[config.mk]
export PLATFORM = sky130hd
export DESIGN_NAME = sltfc_top
export DESIGN_NICKNAME = d
export VERILOG_FILES = /design/src/sltfc_pkg.sv /design/src/sltfc_fifo.sv /design/src/sltfc_top.sv
export SDC_FILE = /design/constraint.sdc
export NUM_CORES = 1
export LEC_CHECK = 0
export ABC_CLOCK_PERIOD_IN_PS = 18200
export BUFFER_PORTS_ARGS = -buffer_cell sky130_fd_sc_hd__buf_2
export CAP_MARGIN = 40
export CORE_MARGIN = 1.5
export CORE_UTILIZATION = 65
export DETAILED_ROUTE_END_ITERATION = 10
export PLACE_DENSITY = 0.86
export SETUP_SLACK_MARGIN = 0.4
export SLEW_MARGIN = 20
export SYNTH_ARGS = -nofsm -noshare
export SYNTH_HDL_FRONTEND = slang
export SYNTH_HIERARCHICAL = 1
export SYNTH_SLANG_ARGS = --single-unit
[constraint.sdc]
create_clock -name pclk -period 18.2 [get_ports pclk]
set_input_delay 2.73 -clock pclk [delete_from_list [all_inputs] [get_ports pclk]]
set_output_delay 2.73 -clock pclk [all_outputs]
set_load 0.02 [all_outputs]
[src/sltfc_pkg.sv]
// sltfc_pkg: constants and types for the serial link transmit frame control.
// assumes a 20 MHz pclk and an apb master with 32-bit data.
package sltfc_pkg;

  ////////////////////////////////////////////////////////////////////////////
  // register map (byte addresses)
  localparam int APB_AW = 8;
  localparam logic [7:0] REG_CTRL = 8'h00;
  localparam logic [7:0] REG_DIV = 8'h04;
  localparam logic [7:0] REG_STATUS = 8'h08;
  localparam logic [7:0] REG_FRAMES = 8'h0c;

  // control register fields
  localparam int CTRL_W = 5;
  localparam int CTRL_EXT_SERIAL_CLOCK_SEL = 0;
  localparam int CTRL_FILL_TYPE_SEL = 1;
  localparam int CTRL_EXTRA_BIT_MODE_SEL = 2;
  localparam int CTRL_MONITOR_POWER_ON = 3;
  localparam int CTRL_WIDE_WORD_SEL = 4;
  localparam logic [4:0] CTRL_RESET = 5'h08;

  // vco divider register: pclk cycles per serial bit
  localparam int DIV_W = 8;
  localparam logic [7:0] DIV_RESET = 8'h01;

  // status register fields
  localparam int STAT_BAL_LSB = 0;
  localparam int STAT_LEVEL_LSB = 8;
  localparam int STAT_KIND_LSB = 12;
  localparam int STAT_INV = 15;
  localparam int STAT_FLAG = 16;

  ////////////////////////////////////////////////////////////////////////////
  // frame layout
  localparam int DATA_W = 20;
  localparam int NARROW_W = 16;
  localparam int CODE_BITS = 4;
  localparam logic [4:0] BITS_WIDE = 5'h18;
  localparam logic [4:0] BITS_NARROW = 5'h14;
  localparam int BAL_W = 8;
  localparam int CNT_W = 16;

  // fifo in the data path: {ctrl, flag, data}
  localparam int FIFO_W = DATA_W + 2;
  localparam int FIFO_DEPTH = 8;
  localparam int LEVEL_W = 4;

  typedef enum logic [2:0] {
    SLTFC_DATA,
    SLTFC_CTRL,
    SLTFC_FILL0,
    SLTFC_FILL1A,
    SLTFC_FILL1B
  } sltfc_kind_t;

endpackage

[src/sltfc_fifo.sv]
// sltfc_fifo: synchronous valid/ready fifo, width and depth as parameters.
// assumes one clock and an asynchronous active-low reset.
`timescale 1ns/100ps
module sltfc_fifo #(
  parameter int W = 22,
  parameter int DEPTH = 8,
  parameter int AW = 3
) (
  input wire logic pclk,
  input wire logic presetn,
  input wire logic in_valid,
  output logic in_ready,
  input wire logic [W-1:0] in_data,
  output logic out_valid,
  input wire logic out_ready,
  output logic [W-1:0] out_data,
  output logic [AW:0] level
);

  typedef struct packed {
    logic [DEPTH-1:0][W-1:0] mem;
    logic [AW-1:0] wr;
    logic [AW-1:0] rd;
    logic [AW:0] cnt;
  } sltfc_fifo_state_t;

  sltfc_fifo_state_t s_q, s_d;
  logic push, pop;

  ////////////////////////////////////////////////////////////////////////////
  assign in_ready = (s_q.cnt != (AW + 1)'(DEPTH));
  assign out_valid = (s_q.cnt != '0);
  assign out_data = s_q.mem[s_q.rd];
  assign level = s_q.cnt;
  assign push = in_valid && in_ready;
  assign pop = out_valid && out_ready;

  always_comb begin
    s_d = s_q;
    if (push) begin
      s_d.mem[s_q.wr] = in_data;
      s_d.wr = s_q.wr + 1'b1;
    end
    if (pop) begin
      s_d.rd = s_q.rd + 1'b1;
    end
    // simultaneous push and pop leaves the count alone
    if (push && !pop) begin
      s_d.cnt = s_q.cnt + 1'b1;
    end else if (pop && !push) begin
      s_d.cnt = s_q.cnt - 1'b1;
    end
  end

  always_ff @(posedge pclk or negedge presetn) begin
    if (!presetn) begin
      s_q <= '0;
    end else begin
      s_q <= s_d;
    end
  end

endmodule

[src/sltfc_top.sv]
// sltfc_top: transmit frame selection, flag handling, dc balance and
// serial clock selection/monitor, with apb control registers.
// assumes the data source and control inputs are synchronous to pclk;
// parallel_strobe_in is sampled as an ordinary input.
//
// Design decisions made here: the APB interface to the registers and the register offsets.
`timescale 1ns/100ps
// Contract
// - external clock select makes the strobe input the serial clock
// - fill frame sent when no request or link-up enable is false
// - fill type low gives zero fill, high gives one-type fill
// - one-type fill variant chosen by the cumulative dc balance
// - extra-bit mode high sends the extra bit as transparent data
// - extra-bit mode low ignores it and alternates the flag per frame
// - control frames never carry the extra bit as data
// - clock monitor shows the divided clock actually used
// - monitor power off drives both monitor outputs low
// - inversion indicator high exactly for frames sent inverted
// - control and data requested together gives a control frame
// - data sent only while link-up enable says both ends are locked
// - 20 data bits when wide word select, else the low 16
module sltfc_top
  import sltfc_pkg::*;
(
  input wire logic pclk,
  input wire logic presetn,
  input wire logic [sltfc_pkg::APB_AW-1:0] paddr,
  input wire logic psel,
  input wire logic penable,
  input wire logic pwrite,
  input wire logic [31:0] pwdata,
  output logic [31:0] prdata,
  output logic pready,
  output logic pslverr,
  input wire logic parallel_strobe_in,
  input wire logic link_up_enable,
  input wire logic ctrl_word_avail_n,
  input wire logic data_avail_n,
  input wire logic [sltfc_pkg::DATA_W-1:0] data_in,
  input wire logic flag_in,
  output logic ready_for_data,
  output logic frame_valid,
  output sltfc_pkg::sltfc_kind_t frame_kind,
  output logic [sltfc_pkg::DATA_W-1:0] frame_data,
  output logic frame_flag,
  output logic frame_complement_out,
  output logic serial_clock_mon,
  output logic serial_clock_mon_n
);
  import sltfc_pkg::*;

  ////////////////////////////////////////////////////////////////////////////
  // state

  typedef struct packed {
    logic [CTRL_W-1:0] ctrl;
    logic [DIV_W-1:0] div;
    logic [DIV_W-1:0] div_cnt;
    logic strobe_prev;
    logic [4:0] bit_cnt;
    logic mon;
    logic mon_p;
    logic mon_n;
    logic alt;
    logic signed [BAL_W-1:0] bal;
    logic [CNT_W-1:0] frames;
    logic [31:0] rdata;
    logic fv;
    sltfc_kind_t kind;
    logic [DATA_W-1:0] fdata;
    logic fflag;
    logic finv;
  } sltfc_state_t;

  sltfc_state_t s_q, s_d;

  ////////////////////////////////////////////////////////////////////////////
  // fifo in the data path

  logic fifo_in_valid, fifo_in_ready;
  logic fifo_out_valid, fifo_out_ready;
  logic [FIFO_W-1:0] fifo_in_data, fifo_out_data;
  logic [LEVEL_W-1:0] fifo_level;
  logic req_ctrl;

  // control wins when both requests are low together
  assign req_ctrl = !ctrl_word_avail_n;
  assign fifo_in_valid = !ctrl_word_avail_n || !data_avail_n;
  assign fifo_in_data = {req_ctrl, flag_in, data_in};
  // no words are accepted until the link reports lock at both ends
  assign ready_for_data = fifo_in_ready && link_up_enable;

  sltfc_fifo #(
    .W(FIFO_W),
    .DEPTH(FIFO_DEPTH),
    .AW(LEVEL_W - 1)
  ) u_fifo (
    .pclk(pclk),
    .presetn(presetn),
    .in_valid(fifo_in_valid && link_up_enable),
    .in_ready(fifo_in_ready),
    .in_data(fifo_in_data),
    .out_valid(fifo_out_valid),
    .out_ready(fifo_out_ready),
    .out_data(fifo_out_data),
    .level(fifo_level)
  );

  ////////////////////////////////////////////////////////////////////////////
  // serial clock source and frame timing

  logic ext_sel, wide, vco_tick, ext_tick, ser_tick, frame_tick;
  logic [4:0] frame_bits;

  assign ext_sel = s_q.ctrl[CTRL_EXT_SERIAL_CLOCK_SEL];
  assign wide = s_q.ctrl[CTRL_WIDE_WORD_SEL];
  assign vco_tick = ({1'b0, s_q.div_cnt} + 9'h001) >= {1'b0, s_q.div};
  // a rising strobe edge stands in for the vco in diagnostic mode
  assign ext_tick = parallel_strobe_in && !s_q.strobe_prev;
  assign ser_tick = ext_sel ? ext_tick : vco_tick;
  assign frame_bits = wide ? BITS_WIDE : BITS_NARROW;
  assign frame_tick = ser_tick && (s_q.bit_cnt == frame_bits - 5'h01);

  ////////////////////////////////////////////////////////////////////////////
  // word masking and disparity

  logic [DATA_W-1:0] word_mask, word_bits;
  logic head_ctrl, head_flag, send_flag, link_ok;
  logic [4:0] ones, nbits;
  logic signed [BAL_W-1:0] disp;
  logic invert;

  genvar gi;
  generate
    for (gi = 0; gi < DATA_W; gi++) begin : g_mask
      // upper four bits only travel in wide mode
      assign word_mask[gi] = (gi < NARROW_W) || wide;
    end
  endgenerate

  assign word_bits = fifo_out_data[DATA_W-1:0] & word_mask;
  assign head_ctrl = fifo_out_data[DATA_W+1];
  assign head_flag = fifo_out_data[DATA_W];
  assign link_ok = link_up_enable && fifo_out_valid;

  always_comb begin
    if (head_ctrl) begin
      send_flag = 1'b0;
    end else if (s_q.ctrl[CTRL_EXTRA_BIT_MODE_SEL]) begin
      send_flag = head_flag;
    end else begin
      send_flag = s_q.alt;
    end
  end

  function automatic logic [4:0] pop_count(input logic [DATA_W:0] v);
    logic [4:0] n;
    n = '0;
    for (int i = 0; i <= DATA_W; i++) begin
      n = n + {4'h0, v[i]};
    end
    return n;
  endfunction

  // a control frame has no flag bit, so it is left out of the count
  assign ones = pop_count({send_flag && !head_ctrl, word_bits});
  assign nbits = (wide ? 5'(DATA_W) : 5'(NARROW_W)) + {4'h0, !head_ctrl};
  assign disp = $signed({2'b00, ones, 1'b0}) - $signed({3'b000, nbits});
  // invert when the frame would push the balance further the same way
  assign invert = (s_q.bal != '0) && (disp != '0) &&
                  (s_q.bal[BAL_W-1] == disp[BAL_W-1]);

  assign fifo_out_ready = frame_tick && link_up_enable;

  ////////////////////////////////////////////////////////////////////////////
  // apb decode

  logic setup, wr_en, mapped;
  logic [31:0] stat_word;

  assign setup = psel && !penable;
  assign wr_en = psel && penable && pwrite;
  assign mapped = (paddr == REG_CTRL) || (paddr == REG_DIV) ||
                  (paddr == REG_STATUS) || (paddr == REG_FRAMES);
  assign pready = 1'b1;
  assign pslverr = psel && penable && !mapped;

  always_comb begin
    stat_word = '0;
    stat_word[STAT_BAL_LSB +: BAL_W] = s_q.bal;
    stat_word[STAT_LEVEL_LSB +: LEVEL_W] = fifo_level;
    stat_word[STAT_KIND_LSB +: 3] = s_q.kind;
    stat_word[STAT_INV] = s_q.finv;
    stat_word[STAT_FLAG] = s_q.fflag;
  end

  ////////////////////////////////////////////////////////////////////////////
  // next state

  always_comb begin
    s_d = s_q;
    s_d.fv = 1'b0;
    s_d.strobe_prev = parallel_strobe_in;

    // registers
    if (wr_en && paddr == REG_CTRL) begin
      s_d.ctrl = pwdata[CTRL_W-1:0];
    end
    if (wr_en && paddr == REG_DIV) begin
      s_d.div = pwdata[DIV_W-1:0];
    end
    if (setup) begin
      case (paddr)
        REG_CTRL: s_d.rdata = {27'h0, s_q.ctrl};
        REG_DIV: s_d.rdata = {24'h0, s_q.div};
        REG_STATUS: s_d.rdata = stat_word;
        REG_FRAMES: s_d.rdata = {16'h0, s_q.frames};
        default: s_d.rdata = 32'h0;
      endcase
    end

    // serial bit timing
    if (vco_tick) begin
      s_d.div_cnt = '0;
    end else begin
      s_d.div_cnt = s_q.div_cnt + 8'h01;
    end
    if (ser_tick) begin
      s_d.mon = !s_q.mon;
      s_d.bit_cnt = frame_tick ? 5'h00 : s_q.bit_cnt + 5'h01;
    end
    // both monitor legs go quiet when powered down
    if (s_q.ctrl[CTRL_MONITOR_POWER_ON]) begin
      s_d.mon_p = s_d.mon;
      s_d.mon_n = !s_d.mon;
    end else begin
      s_d.mon_p = 1'b0;
      s_d.mon_n = 1'b0;
    end

    // one decision per frame, applied to that frame only
    if (frame_tick) begin
      s_d.fv = 1'b1;
      s_d.frames = s_q.frames + 16'h0001;
      s_d.alt = !s_q.alt;
      if (!link_ok) begin
        s_d.fdata = '0;
        s_d.fflag = s_q.alt;
        s_d.finv = 1'b0;
        if (!s_q.ctrl[CTRL_FILL_TYPE_SEL]) begin
          s_d.kind = SLTFC_FILL0;
        end else if (s_q.bal[BAL_W-1]) begin
          s_d.kind = SLTFC_FILL1A;
        end else begin
          s_d.kind = SLTFC_FILL1B;
        end
      end else begin
        s_d.kind = head_ctrl ? SLTFC_CTRL : SLTFC_DATA;
        s_d.finv = invert;
        if (invert) begin
          s_d.fdata = ~word_bits & word_mask;
          s_d.fflag = head_ctrl ? 1'b0 : !send_flag;
          s_d.bal = s_q.bal - disp;
        end else begin
          s_d.fdata = word_bits;
          s_d.fflag = send_flag;
          s_d.bal = s_q.bal + disp;
        end
      end
    end
  end

  always_ff @(posedge pclk or negedge presetn) begin
    if (!presetn) begin
      s_q <= '{ctrl: CTRL_RESET, div: DIV_RESET, kind: SLTFC_FILL0,
               default: '0};
    end else begin
      s_q <= s_d;
    end
  end

  ////////////////////////////////////////////////////////////////////////////
  // outputs

  assign prdata = s_q.rdata;
  assign frame_valid = s_q.fv;
  assign frame_kind = s_q.kind;
  assign frame_data = s_q.fdata;
  assign frame_flag = s_q.fflag;
  assign frame_complement_out = s_q.finv;
  assign serial_clock_mon = s_q.mon_p;
  assign serial_clock_mon_n = s_q.mon_n;

endmodule

=== Yosys cells after proc, flatten, opt, wreduce, memory -nomap -nowiden ===
Cells that the tools add are included.

* Reduce and logical (&&, ||, !) cells: 42
* Equality and inequality tests: 6
* Magnitude comparators: 4
* Muxes and demuxes: 25
* Bitwise operators: 3
* Add/subtract/negate cells: 33

{| class="wikitable"
|+ Operators by type and width
! operator !! count
|-
| $bwmux 176 || 1
|-
| $add 5x1->5 || 17
|-
| $pmux 17 s4 || 1
|-
| $bmux 22 s3 || 1
|-
| $demux 22 s3 || 1
|-
| $mux 22 || 2
|-
| $and 20x20->20 || 2
|-
| $mux 26 || 1
|-
| $mux 25 || 1
|-
| $mux 21 || 1
|-
| $logic_and 1x1->1 || 20
|-
| $not 20->20 || 1
|-
| $add 16x1->16 const B || 1
|-
| $eq 8x4->1 const B || 2
|-
| $mux 8 || 2
|-
| $reduce_bool 8->1 || 2
|-
| $logic_not 1->1 || 12
|-
| $mux 4 || 3
|-
| $add 8x1->9 const B || 1
|-
| $ge 9x8->1 || 1
|-
| $mux 3 || 3
|-
| $add 8x1->8 const B || 1
|-
| $add 8x7->8 || 1
|-
| $eq 8x3->1 const B || 1
|-
| 24 further kinds || 34
|}

* Register bits after elaboration: 299
* Logic and storage cells: 141
* Input port bits: 70
* Output and inout bits: 63

=== Longest topological paths before layout ===
* Depth after elaboration: 30
* Depth in mapped cells: 34
* Gate-level depth less buffers: 31

=== By module ===
The synthesis kept the hierarchy.

{| class="wikitable"
|+ By module, submodules not included
! module !! area each (sq um) !! seq. area each (sq um) !! instances !! cells each
|-
| sltfc_fifo || 8,673.3 || 4,654.5 || 1 || 515
|-
| sltfc_top || 6,670.1 || 2,456.1 || 1 || 679
|}

=== Worst setup path after synthesis ===
OpenSTA, ideal clock, no wires.

* Path type: register to register
* From: reg u_fifo/s_q[4] (netlist bit)
* To: reg s_q[81] (netlist name)
* Buffers on the path: 4
* Slack: 9.576 ns
* Library setup time: 0.137 ns
* Required time: 18.063 ns
* Data arrival time: 8.487 ns
* Clock period less this slack: 8.624 ns
* Cell stages (with the launch flop): 35
* Cell sequence: dfrtp_1 -> buf_2 -> buf_2 -> mux4_2 -> mux2_2 -> fa_1 -> inv_1 -> fa_1 -> inv_1 -> fa_1 -> fa_1 -> inv_1 -> fa_1 -> inv_1 -> fa_1 -> inv_1 -> fa_1 -> inv_1 -> ha_1 -> o21a_1 -> or3_1 -> buf_2 -> and4_4 -> a2111oi_4 -> buf_6 -> nor3_1 -> xor2_1 -> ha_1 -> nor2b_1 -> o21ai_0 -> a21o_1 -> a31oi_1 -> nor3b_1 -> o41ai_1 -> o31ai_1

{| class="wikitable"
|+ RTL lines
! element !! RTL line !! RTL
|-
| start, declared || sltfc_fifo.sv:27 || <nowiki>sltfc_fifo_state_t s_q, s_d;</nowiki>
|-
| start signal, assigned || sltfc_fifo.sv:57 || <nowiki>s_q <= '0;</nowiki>
|-
| start signal, assigned || sltfc_fifo.sv:59 || <nowiki>s_q <= s_d;</nowiki>
|}

==> results.yml <==
logic_synthesis:
  synth_cell_types: 66
  yosys_warnings: 6
  synth_area_leaders: "dfrtp_1 (46%), mux2_2 (13%), mux4_2 (7.2%)"
  synth_edf_count: 0
  yosysTopAreaCellShare_pct: 45.83
  yosysSeqAreaShare_pct: 46.34
  avgSynthCellArea_sq_um: 12.85
  syn_area_sq_mm: 0.01534
  async_flop_share_pct: 100.0
  synth-seq-cells: 284
  synth.largest_area_cell: "dfrtp_1"
  ys.flop_type: "dfrtp_1"
  syn_inst: 1194
grt:
  antenna_found_initial: 1
  grt_usage_pct: 27.71
  grt_overflow: 0
  grt_pass1_vias: 10130
  grt_first_pass_wirelength_um: 53220
  grt_max_degree: 124
detailed_routing:
  first_pass_iters: 4
  drtIter0Drc: 806
  drc_errors: 0
  routed_via_density: 6.142
  drt-total-wl_um: 32990
  vias: 9680
  drt-wirelength-per-cell_um: 20.93
  postRouteAntennaNets: 0
setup_path:
  path_common_cell: "fa_1"
  r2r-start: "u_fifo/s_q[4]$_DFFE_PN0P_"
  cp.arrival_ns: 10.07
  cpMaxStageDelayCell: "fa_1"
  max_stage_delay_ns: 0.56
  worst-setup-path-type: "reg -> reg"
  worstSetupStartpoint: "u_fifo/s_q[4]$_DFFE_PN0P_"
  worstPathRequired_ns: 18.61
  crit_path_max_fanout: 36
  endpoint_kind: "flop"
  crit_path_start_kind: "flop"
job:
  drv_cap: 0
cts:
  postCtsSetupRepairBufs: 0
  cts_resized: 0
  cts_buffer_depth: 3
  cts_hold_buf: 0
  cts_buffers: 30
  worstSkewPairLatency_ns: 0.57
  htree_levels: 1
  path_clk_slew_ns: 0.06
  cts_tree: "built"
  cts_sinks: 284
  clockRootBuffer: "clkbuf_16"
floorplan:
  die_y_um: 156.6
  core_area_sq_mm: 0.02333
  die_x_um: 156.6
  row_count: 56
  start_util_pct: 65.76
  die_area_sq_mm: 0.02454
  ios: 133
timing:
  relSlewSlack_pct: 38.57
  worst_slew_pin_slew_ns: 0.9214
  skew_ns: 0.02052
  period_needed_ns: 9.665
  maxSlewViolCount: 0
  fin_crit_sh_pct: 53.10
  hold_viol_final: 0
  max_freq_mhz: 103.5
  fin_setup_tns_ns: 0
  grt_setup_unrepaired: "no"
  setup_viol: 0
hold_path:
  hp-class: "reg -> reg"
  holdCritStartpoint: "prdata[9]$_DFFE_PN0P_"
placed_design:
  io_buffers: 92
  place_congestion: 0.9019
  hpwl_um: 21270
layout:
  multi_input_area_sq_mm: 0.007358
  fill_cells: 1460
  layout-drive-gt1-share_pct: 37.42
  syn2layout_area_growth_pct: 9.509
  fin_nets: 1351
  seq_area_sq_mm: 0.007113
status:
  status: "complete, no violations"
-- cell usage in the layout (no fill, tap or decap), types with 16 or more instances in the layout --
cell type / count
inv_1: 46
a21oi_1: 19
buf_2: 91
and3_1: 17
mux2_2: 172
buf_4: 18
dfrtp_1: 279
mux2_4: 40
nand3_1: 24
mux4_2: 49
nand2_1: 78
ha_1: 32
xnor2_1: 28
clkbuf_16: 30
conb_1: 16
nor3_1: 29
fa_1: 17
o21ai_0: 34
-- Yosys cell counts, types with 8 or more instances --
master,count
dfrtp_1,281
mux2_2,172
nand2_1,78
buf_4,61
mux4_2,49
inv_1,46
mux2_4,40
o21ai_0,34
ha_1,32
nor3_1,31
xnor2_1,28
buf_2,25
nand3_1,24
clkbuf_1,23
a21oi_1,19
and3_1,17
fa_1,17
mux2i_1,15
nor2_1,15
o41ai_2,15
xor2_1,15
and2_1,12
a21boi_1,10
buf_6,10
nor3_2,10
a21o_1,8
-- final cells by class --
cell class                 instances  area share [%]
inverter                          47           1.050
timing repair buffer             114           4.155
multi-input combinational        755           43.79
tap                              319           2.375
clock inverter                    15           1.147
antenna                            1         0.01489
clock buffer                      41           5.131
sequential                       284           42.33
-- logic make-up (layout without fill, tap and decap cells) --
kind of cell / Yosys count / in the layout / share of synthesized area [%]
flops: 284 / 284 / 46.34
mux: 280 / 280 / 25.00
simple gates: 234 / 234 / 8.301
buf+inv: 169 / 217 / 6.320
compound gates: 133 / 133 / 6.703
fa+ha+maj: 49 / 49 / 4.828
xor+xnor: 43 / 43 / 2.455
other cells: 2 / 17 / 0.04895
-- critical path, delay by kind of cell (launching register included) --
family | cells | cell delay [ns]
adder cells (fa/ha/maj) | 9 | 3.95
AO/OA/AOI/OAI | 6 | 1.18
XOR/XNOR | 1 | 0.26
buffers and inverters | 9 | 1.24
multiplexers | 3 | 1.20
flip-flops | 1 | 0.34
AND/OR/NAND/NOR | 6 | 1.30
-- sequential cells by signal, summed over array words and instances (netlist names) --
register,cells
frame_data,20
frame_valid,1
frame_kind,3
frame_complement_out,1
prdata,17
serial_clock_mon_n,1
serial_clock_mon,1
ext_sel,1
s_q,52
u_fifo/level,4
u_fifo/s_q,182
frame_flag,1
-- through the flow --
step / setup slack (ns) / hold slack, ns / util (%) / area [sq um] / instances
2_1_floorplan: 9.576 / 0.4414 / - / 15400 / 1208
3_3_place_gp: 8.655 / 0.4574 / 67.08 / 15650 / 1515
3_5_place_dp: 8.789 / 0.4668 / 67.48 / 15750 / 1519
4_1_cts: 8.632 / 0.4799 / 72.00 / 16800 / 1575
5_1_grt: 7.950 / 0.4874 / 72.01 / 16800 / 1576
6_report: 8.535 / 0.4809 / 72.01 / 16800 / 1576
-- final timing paths --
| path | endpoint | cells after the start | slack, ns |
|---|---|---|---|
| setup / recovery | s_q[81]$_DFFE_PN0P_ | 34 | 8.54 |
| hold / removal | prdata[9]$_DFFE_PN0P_ | 2 | 0.48 |
| setup reg to reg | s_q[81]$_DFFE_PN0P_ | 34 | 8.54 |
| hold reg to reg | prdata[9]$_DFFE_PN0P_ | 2 | 0.48 |
| max in group asynchronous | s_q[100]$_DFFE_PN1P_ | 3 | 14.60 |
| min in group asynchronous | u_fifo/level[3]$_DFFE_PN0P_ | 1 | 2.27 |
-- per-layer routing --
metal / vias to the layer above / GRT usage (%) / wire (um)
met5: - / 0 / 0
met4: 0 / 9.433 / 862
met3: 64 / 4.348 / 1900
met2: 322 / 47.20 / 16590
met1: 4983 / 36.40 / 13640
li1: 4311 / - / -
Power is left out: the tool's default activity adds up to more than one toggle a clock period on the data nets, which glitch-free logic cannot reach.
